--- src/core/parity_report_pkg.sv ---
// Package with constants and carriers for the bridge data parity reporting block
package parity_report_pkg;

   // Register offsets on the plain register port
   localparam logic [3:0] OFS_CONTROL = 4'h0;
   localparam logic [3:0] OFS_STATUS = 4'h1;
   localparam logic [3:0] OFS_IRQ_EN = 4'h2;
   localparam logic [3:0] OFS_IRQ_CLR = 4'h3;

   // Field positions
   localparam int CTL_PRI_RESP_BIT = 0;
   localparam int CTL_SEC_RESP_BIT = 1;
   localparam int STS_PRI_DPD_BIT = 0;
   localparam int STS_SEC_DPD_BIT = 1;

   // Reset values
   localparam logic [1:0] CONTROL_RESET = 2'h0;
   localparam logic [1:0] STATUS_RESET = 2'h0;
   localparam logic [1:0] IRQ_EN_RESET = 2'h0;

   typedef enum logic [1:0] {
      XFER_READ = 2'h0,
      XFER_POSTED = 2'h1,
      XFER_DELAYED = 2'h2
   } xfer_kind_t;

   // Error event seen during a data phase
   typedef struct packed {
      logic valid;
      xfer_kind_t kind;
      logic upstream;
      logic on_secondary;
      logic completion;
      logic master;
      logic perr_sampled;
      logic mismatch;
   } parity_event_t;

   typedef struct packed {
      logic [3:0] addr;
      logic [31:0] wdata;
      logic wr;
      logic rd;
   } reg_req_t;

endpackage

--- src/core/perr_pin_drive.sv ---
// Output stage for one active-low parity error pin
`timescale 1ns/10ps
module perr_pin_drive
   import parity_report_pkg::*;
(
   input wire logic clk,
   input wire logic rst,
   input wire logic assert_now,
   input wire logic eligible,
   output logic perr_o,
   output logic perr_oe_n
);

   always_ff @(posedge clk or posedge rst) begin
      if (rst) begin
         perr_o <= 1'b1;
      end else begin
         perr_o <= ~assert_now;
      end
   end

   always_ff @(posedge clk or posedge rst) begin
      if (rst) begin
         perr_oe_n <= 1'b1;
      end else begin
         perr_oe_n <= ~eligible;
      end
   end

endmodule

--- src/core/parity_report.sv ---
// Data parity detection flags and parity error pin decisions for a two-bus bridge
// Function
// - Primary detected flag: upstream read, posted, delayed write on primary, primary enable.
// - Secondary flag: downstream read, posted, delayed write on secondary, secondary enable.
// - Secondary flag lives in its own status bit apart from primary flag.
// - Secondary flag set only while bridge masters the secondary bus.
// - Secondary flag set on sampled secondary error line or own mismatch.
// - Secondary enable gates both secondary flag and secondary error output.
// - Primary error pin driven only as write target or read initiator.
// - Primary error pin asserted only with primary enable set.
// - Primary pin low for upstream read, downstream posted and delayed writes.
// - Secondary completion error on downstream delayed write forwards to primary pin.
// - That forwarding only if error not already seen on primary bus.
// - Secondary error pin driven only as write target or read initiator.
// - Secondary pin asserted on secondary bus parity error in eligible role.
// - Primary completion error on upstream delayed write forwards to secondary pin.
// - Primary flag set only as primary master, on sampled line or mismatch.
// - Upstream forwarding needs both enables and error not seen on secondary.
//
// Decided for this implementation: the register offsets and the plain strobed port.
`timescale 1ns/10ps
module parity_report
   import parity_report_pkg::*;
(
   input wire logic clk,
   input wire logic rst,
   input wire reg_req_t reg_req,
   output logic [31:0] rdata,
   input wire parity_event_t pri_evt,
   input wire parity_event_t sec_evt,
   input wire logic pri_eligible,
   input wire logic sec_eligible,
   input wire logic pri_fwd_seen,
   input wire logic sec_fwd_seen,
   output logic pri_perr_o,
   output logic pri_perr_oe_n,
   output logic sec_perr_o,
   output logic sec_perr_oe_n,
   output logic irq
);

   logic [1:0] control_r;
   logic [1:0] status_r;
   logic [1:0] irq_en_r;
   logic [1:0] irq_sts_r;
   logic pri_resp;
   logic sec_resp;
   logic pri_err;
   logic sec_err;
   logic set_pri_dpd;
   logic set_sec_dpd;
   logic pri_assert;
   logic sec_assert;
   logic [1:0] set_vec;
   logic [1:0] clr_sts;
   logic [1:0] clr_irq;

   function automatic logic seen(input parity_event_t e);
      seen = e.valid & (e.perr_sampled | e.mismatch);
   endfunction

   function automatic logic is_kind(input parity_event_t e, input xfer_kind_t k);
      is_kind = (e.kind == k);
   endfunction

   assign pri_resp = control_r[CTL_PRI_RESP_BIT];
   assign sec_resp = control_r[CTL_SEC_RESP_BIT];
   // Error observed on the local bus, completion reports included
   assign pri_err = seen(pri_evt) & ~pri_evt.on_secondary;
   assign sec_err = seen(sec_evt) & sec_evt.on_secondary;

   // Primary flag: upstream traffic, primary bus, bridge as master
   assign set_pri_dpd = pri_err & pri_evt.upstream & pri_evt.master
      & pri_resp;
   // Secondary flag: downstream traffic, secondary bus, bridge as master
   assign set_sec_dpd = sec_err & ~sec_evt.upstream
      & sec_evt.master
      & sec_resp;

   // Primary error pin decision
   always_comb begin
      pri_assert = 1'b0;
      if (pri_err && !pri_evt.completion) begin
         case (pri_evt.kind)
            XFER_READ: pri_assert = pri_evt.upstream;
            XFER_POSTED: pri_assert = ~pri_evt.upstream;
            XFER_DELAYED: pri_assert = ~pri_evt.upstream;
            default: pri_assert = 1'b0;
         endcase
      end
      // Completion error on downstream delayed write reported by secondary target
      if (seen(sec_evt) && sec_evt.on_secondary && sec_evt.completion
         && is_kind(sec_evt, XFER_DELAYED) && !sec_evt.upstream
         && sec_evt.perr_sampled && sec_resp && !pri_fwd_seen) begin
         pri_assert = 1'b1;
      end
      pri_assert = pri_assert & pri_resp & pri_eligible;
   end

   // Secondary error pin decision
   always_comb begin
      sec_assert = 1'b0;
      if (sec_err && !sec_evt.completion) begin
         case (sec_evt.kind)
            XFER_READ: sec_assert = ~sec_evt.upstream;
            XFER_POSTED: sec_assert = sec_evt.upstream;
            XFER_DELAYED: sec_assert = sec_evt.upstream;
            default: sec_assert = 1'b0;
         endcase
      end
      // Completion error on upstream delayed write reported by primary target
      if (seen(pri_evt) && !pri_evt.on_secondary && pri_evt.completion
         && is_kind(pri_evt, XFER_DELAYED) && pri_evt.upstream
         && pri_evt.perr_sampled && pri_resp && !sec_fwd_seen) begin
         sec_assert = 1'b1;
      end
      sec_assert = sec_assert & sec_resp & sec_eligible;
   end

   perr_pin_drive u_pri_pin (
      .clk(clk),
      .rst(rst),
      .assert_now(pri_assert),
      .eligible(pri_eligible),
      .perr_o(pri_perr_o),
      .perr_oe_n(pri_perr_oe_n)
   );

   perr_pin_drive u_sec_pin (
      .clk(clk),
      .rst(rst),
      .assert_now(sec_assert),
      .eligible(sec_eligible),
      .perr_o(sec_perr_o),
      .perr_oe_n(sec_perr_oe_n)
   );

   assign set_vec = {set_sec_dpd, set_pri_dpd};
   assign clr_sts = (reg_req.wr && reg_req.addr == OFS_STATUS) ? reg_req.wdata[1:0] : 2'h0;
   assign clr_irq = (reg_req.wr && reg_req.addr == OFS_IRQ_CLR) ? reg_req.wdata[1:0] : 2'h0;

   always_ff @(posedge clk or posedge rst) begin
      if (rst) begin
         control_r <= CONTROL_RESET;
      end else if (reg_req.wr && reg_req.addr == OFS_CONTROL) begin
         control_r <= reg_req.wdata[1:0];
      end
   end

   // Detected flags: write one clears, a new event wins over the clear
   always_ff @(posedge clk or posedge rst) begin
      if (rst) begin
         status_r <= STATUS_RESET;
      end else begin
         status_r[STS_PRI_DPD_BIT] <= set_vec[0] | (status_r[0] & ~clr_sts[0]);
         status_r[STS_SEC_DPD_BIT] <= set_vec[1] | (status_r[1] & ~clr_sts[1]);
      end
   end

   always_ff @(posedge clk or posedge rst) begin
      if (rst) begin
         irq_en_r <= IRQ_EN_RESET;
      end else if (reg_req.wr && reg_req.addr == OFS_IRQ_EN) begin
         irq_en_r <= reg_req.wdata[1:0];
      end
   end

   always_ff @(posedge clk or posedge rst) begin
      if (rst) begin
         irq_sts_r <= STATUS_RESET;
      end else begin
         irq_sts_r <= set_vec | (irq_sts_r & ~clr_irq);
      end
   end

   assign irq = |(irq_sts_r & irq_en_r);

   always_ff @(posedge clk or posedge rst) begin
      if (rst) begin
         rdata <= 32'h0;
      end else if (reg_req.rd) begin
         case (reg_req.addr)
            OFS_CONTROL: rdata <= {30'h0, control_r};
            OFS_STATUS: rdata <= {30'h0, status_r};
            OFS_IRQ_EN: rdata <= {30'h0, irq_en_r};
            OFS_IRQ_CLR: rdata <= {30'h0, irq_sts_r};
            default: rdata <= 32'h0;
         endcase
      end else begin
         rdata <= 32'h0;
      end
   end

endmodule

--- config.mk ---
export PLATFORM = sky130hd
export DESIGN_NAME = parity_report
export DESIGN_NICKNAME = d
export VERILOG_FILES = /design/src/core/parity_report_pkg.sv /design/src/core/perr_pin_drive.sv /design/src/core/parity_report.sv
export SDC_FILE = /design/constraint.sdc
export NUM_CORES = 1
export LEC_CHECK = 0
export BUFFER_PORTS_ARGS = -buffer_cell sky130_fd_sc_hd__buf_2
export CAP_MARGIN = 25
export CELL_PAD_IN_SITES_DETAIL_PLACEMENT = 2
export CELL_PAD_IN_SITES_GLOBAL_PLACEMENT = 2
export CORE_MARGIN = 4
export CORE_UTILIZATION = 19
export DETAILED_ROUTE_END_ITERATION = 16
export PLACE_DENSITY = 0.88
export REMOVE_ABC_BUFFERS = 1
export SLEW_MARGIN = 15
export SYNTH_ARGS = -nofsm -noshare
export SYNTH_HDL_FRONTEND = slang
export SYNTH_SLANG_ARGS = --single-unit
--- constraint.sdc ---
create_clock -name clk -period 2 [get_ports clk]
set_input_delay 0.2 -clock clk [delete_from_list [all_inputs] [get_ports clk]]
set_output_delay 0.2 -clock clk [all_outputs]
set_load 0.03 [all_outputs]
==> impl_metrics.env <==
export IMPL_firstDrtPassIters=2
export IMPL_crit_reg2reg_capture="rdata[1]"
export IMPL_status="complete, but fails checks"
export IMPL_synth_top_family_by_area="buffers and inverters"
export IMPL_area_growth_syn_to_layout_pct=21.5
export IMPL_via_count=798
export IMPL_coreArea_um2=5140
export IMPL_synth_fa_ha_area_share_pct=4.96
export IMPL_layout_setup_ws_ps=747
export IMPL_drt_iter0_markers=8
export IMPL_ir_drop_v=0.000225
export IMPL_rrSetupSlack_ps=930
export IMPL_holdWs_ps=-11.7
export IMPL_final_antenna_net_count=0
export IMPL_cts_tree="done"
export IMPL_place_gp_congestion=0.792
export IMPL_timing_rr_start="control_r[1]"
export IMPL_combPwrFrac_pct=28.3
export IMPL_fin_worst_skew_ps=2.01
export IMPL_synth_edf_count=0
export IMPL_rows=26
export IMPL_cts_buffer_depth=2
export IMPL_p_leak_nw=0.619
export IMPL_synthArstFlopShare_pct=100
export IMPL_avgSynthCellArea_um2=9.98
export IMPL_grt_max_degree=15
export IMPL_muxShareOfSynthArea_pct=8.68
export IMPL_worstSetupPathType="reg -> out"
export IMPL_placed_area_um2=1170
export IMPL_via_per_inst=3.76
export IMPL_clock_sinks=14
export IMPL_netSwitchingFraction_pct=33.6
export IMPL_syn_inst=101
export IMPL_cts_htree_levels=1
export IMPL_rr_worst_depth=3
export IMPL_start_util_pct=19.6
export IMPL_wl_per_cell_um=11.7
export IMPL_synth_seq_cells=14
export IMPL_path_clk_slew_ps=60
export IMPL_final_area_um2=1220
export IMPL_synth_flop_cell="dfrtp_1"
export IMPL_max_freq_mhz=798
export IMPL_drv_slew=0
export IMPL_netlist_area_um2=1010
export IMPL_power_switching_w=0.000304
export IMPL_synth_cell_types=26
export IMPL_ios=99
export IMPL_synth_top_area_share_pct=24.8
export IMPL_io_buffer_count=38
export IMPL_die_h_um=80.9
export IMPL_ys_top_cells_by_area="dfrtp_1 (25%), buf_4 (22%), dfstp_2 (10%), ha_1 (5.0%), mux2_2 (4.5%)"
export IMPL_drive_above_1_share_pct=38.7
export IMPL_antenna_found_initial=0
export IMPL_worstPathArrival_ps=1050
export IMPL_violations="hold timing"
export IMPL_grt_ovfl_total=0
export IMPL_die_area_um2=6540
export IMPL_numCtsBuffers=3
export IMPL_grt_pass1_wl_mm=3.68
export IMPL_synth_largest_area_cell="dfrtp_1"
export IMPL_p_per_area_nw_per_um2=739
export IMPL_seqPwrFrac_pct=41.5
export IMPL_grt_usage_pct=7.50
export IMPL_yosys_area_share_simple_pct=16.4
export IMPL_first_global_vias=809
export IMPL_hold_class="in -> async"
export IMPL_post_place_ws_ps=614
export IMPL_rsz0062_at_grt="false"
export IMPL_cts_setup_buffers=0
export IMPL_setup_viol=0
export IMPL_hold_viol=10
export IMPL_min_period_ps=1250
export IMPL_intPower_w=0.000601
export IMPL_synth_xor_area_share_pct=0
export IMPL_cts_resized=0
export IMPL_ctsHoldBuffers=0
export IMPL_critPathMaxFanout=3
export IMPL_routed_wirelength_mm=2.49
export IMPL_cp_end_kind="output pin"
export IMPL_drv_cap=0
export IMPL_critical_path_required_ps=1800
export IMPL_synth_compound_area_share_pct=9.06
export IMPL_clkPwrFrac_pct=30.2
export IMPL_worstMarginPinSlew_ps=538
export IMPL_slew_headroom_pct=64.1
export IMPL_finalNetCount=209
export IMPL_finalSetupTns_ps=0
export IMPL_yosysWarnings=0
export IMPL_insertedDiodeCount=0
export IMPL_drc_errors=0
export IMPL_fin_crit_sh_pct=62.7
export IMPL_dp_final_hpwl_mm=2.23
export IMPL_die_w_um=80.9
export IMPL_start_kind="flop"
export IMPL_cts_root_buf="clkbuf_8"
export IMPL_clock_latency_ps=250
export IMPL_yosysSeqAreaShare_pct=35.2
-- cell usage after synthesis (all sizes together) (2+ instances only) --
library cell / count
o211ai: 3
nand2: 5
dfrtp: 10
nand4b: 2
mux2: 6
a21oi: 2
nor4: 3
nor3: 4
a22oi: 2
nand4: 2
mux2i: 2
nor2: 2
dfstp: 4
ha: 4
buf: 30
inv: 8
nand3: 2
a22o: 5
-- critical path, stage by stage, from the launching register on --
cell     delay [ps]
dfrtp_1         400
a22o_1          240
buf_2           170
-- worst max-delay path by stage --
stage	startpoint	end	slack, ps	cells after the start
5_1_grt	irq_en_r[0]	irq	700	2
3_3_place_gp	reg_req[37]	control_r[1]	650	4
4_1_cts	irq_en_r[0]	irq	740	2
6_report	irq_en_r[0]	irq	750	2
2_1_floorplan	reg_req[35]	control_r[0]	880	3
3_5_place_dp	reg_req[37]	control_r[1]	610	4
-- flip-flops by register name (all words and copies together) (netlist names) --
name,flops
u_pri_pin.perr_o,1
irq_sts_r,2
control_r,2
u_sec_pin.perr_o,1
irq_en_r,2
rdata,2
u_pri_pin.perr_oe_n,1
u_sec_pin.perr_oe_n,1
status_r,2
-- through the flow --
stage	total power [W]	util (%)	cells	hold slack, ps
2_1_floorplan	0.000552	-	100	86.4
3_3_place_gp	0.000627	22.8	208	264
3_5_place_dp	0.000639	22.8	208	269
4_1_cts	0.000918	23.8	212	2.33
5_1_grt	0.000960	23.8	212	34.0
6_report	0.000905	23.8	212	-11.7
-- routing by layer --
layer	share of wire (%)	global-route usage [%]
met1	38	8.34
met2	51	12.8
met3	10	3.88
met4	0.92	1.52
met5	0	0
-- area by class of cell --
type                       count  area [µm²]
clock buffer                   4        55.1
multi-input combinational     78         507
tap                           70        87.6
timing repair buffer          38         190
fill                         617        3920
inverter                       8        30.0
sequential                    14         355
-- layout by cell type, fill, tap and decap left out, types with 3 or more instances in the layout --
cell / instances
clkbuf_8: 4
ha_1: 4
mux2_2: 4
nor4_1: 3
o211ai_1: 3
buf_2: 38
conb_1: 30
nor3_1: 3
nand2_1: 4
dfstp_2: 4
inv_1: 8
dfrtp_1: 10
a22o_1: 5
-- power groups by stage --
stage	sequential (W)	combinational, W	clock, W
floorplan	0.000372	0.000180	0
global placement	0.000377	0.000250	0
detailed placement	0.000379	0.000259	0
CTS	0.000376	0.000259	0.000284
global route	0.000382	0.000281	0.000297
finish	0.000375	0.000256	0.000274
-- logic make-up after synthesis --
family / count (synthesis)
muxes: 8
DFF: 14
other: 1
and+or+nand+nor: 24
buffers and inverters: 38
AOI/OAI and AO/OA: 12
adders and majority gates: 4
No activity file was read; power rests on OpenSTA's default activity.
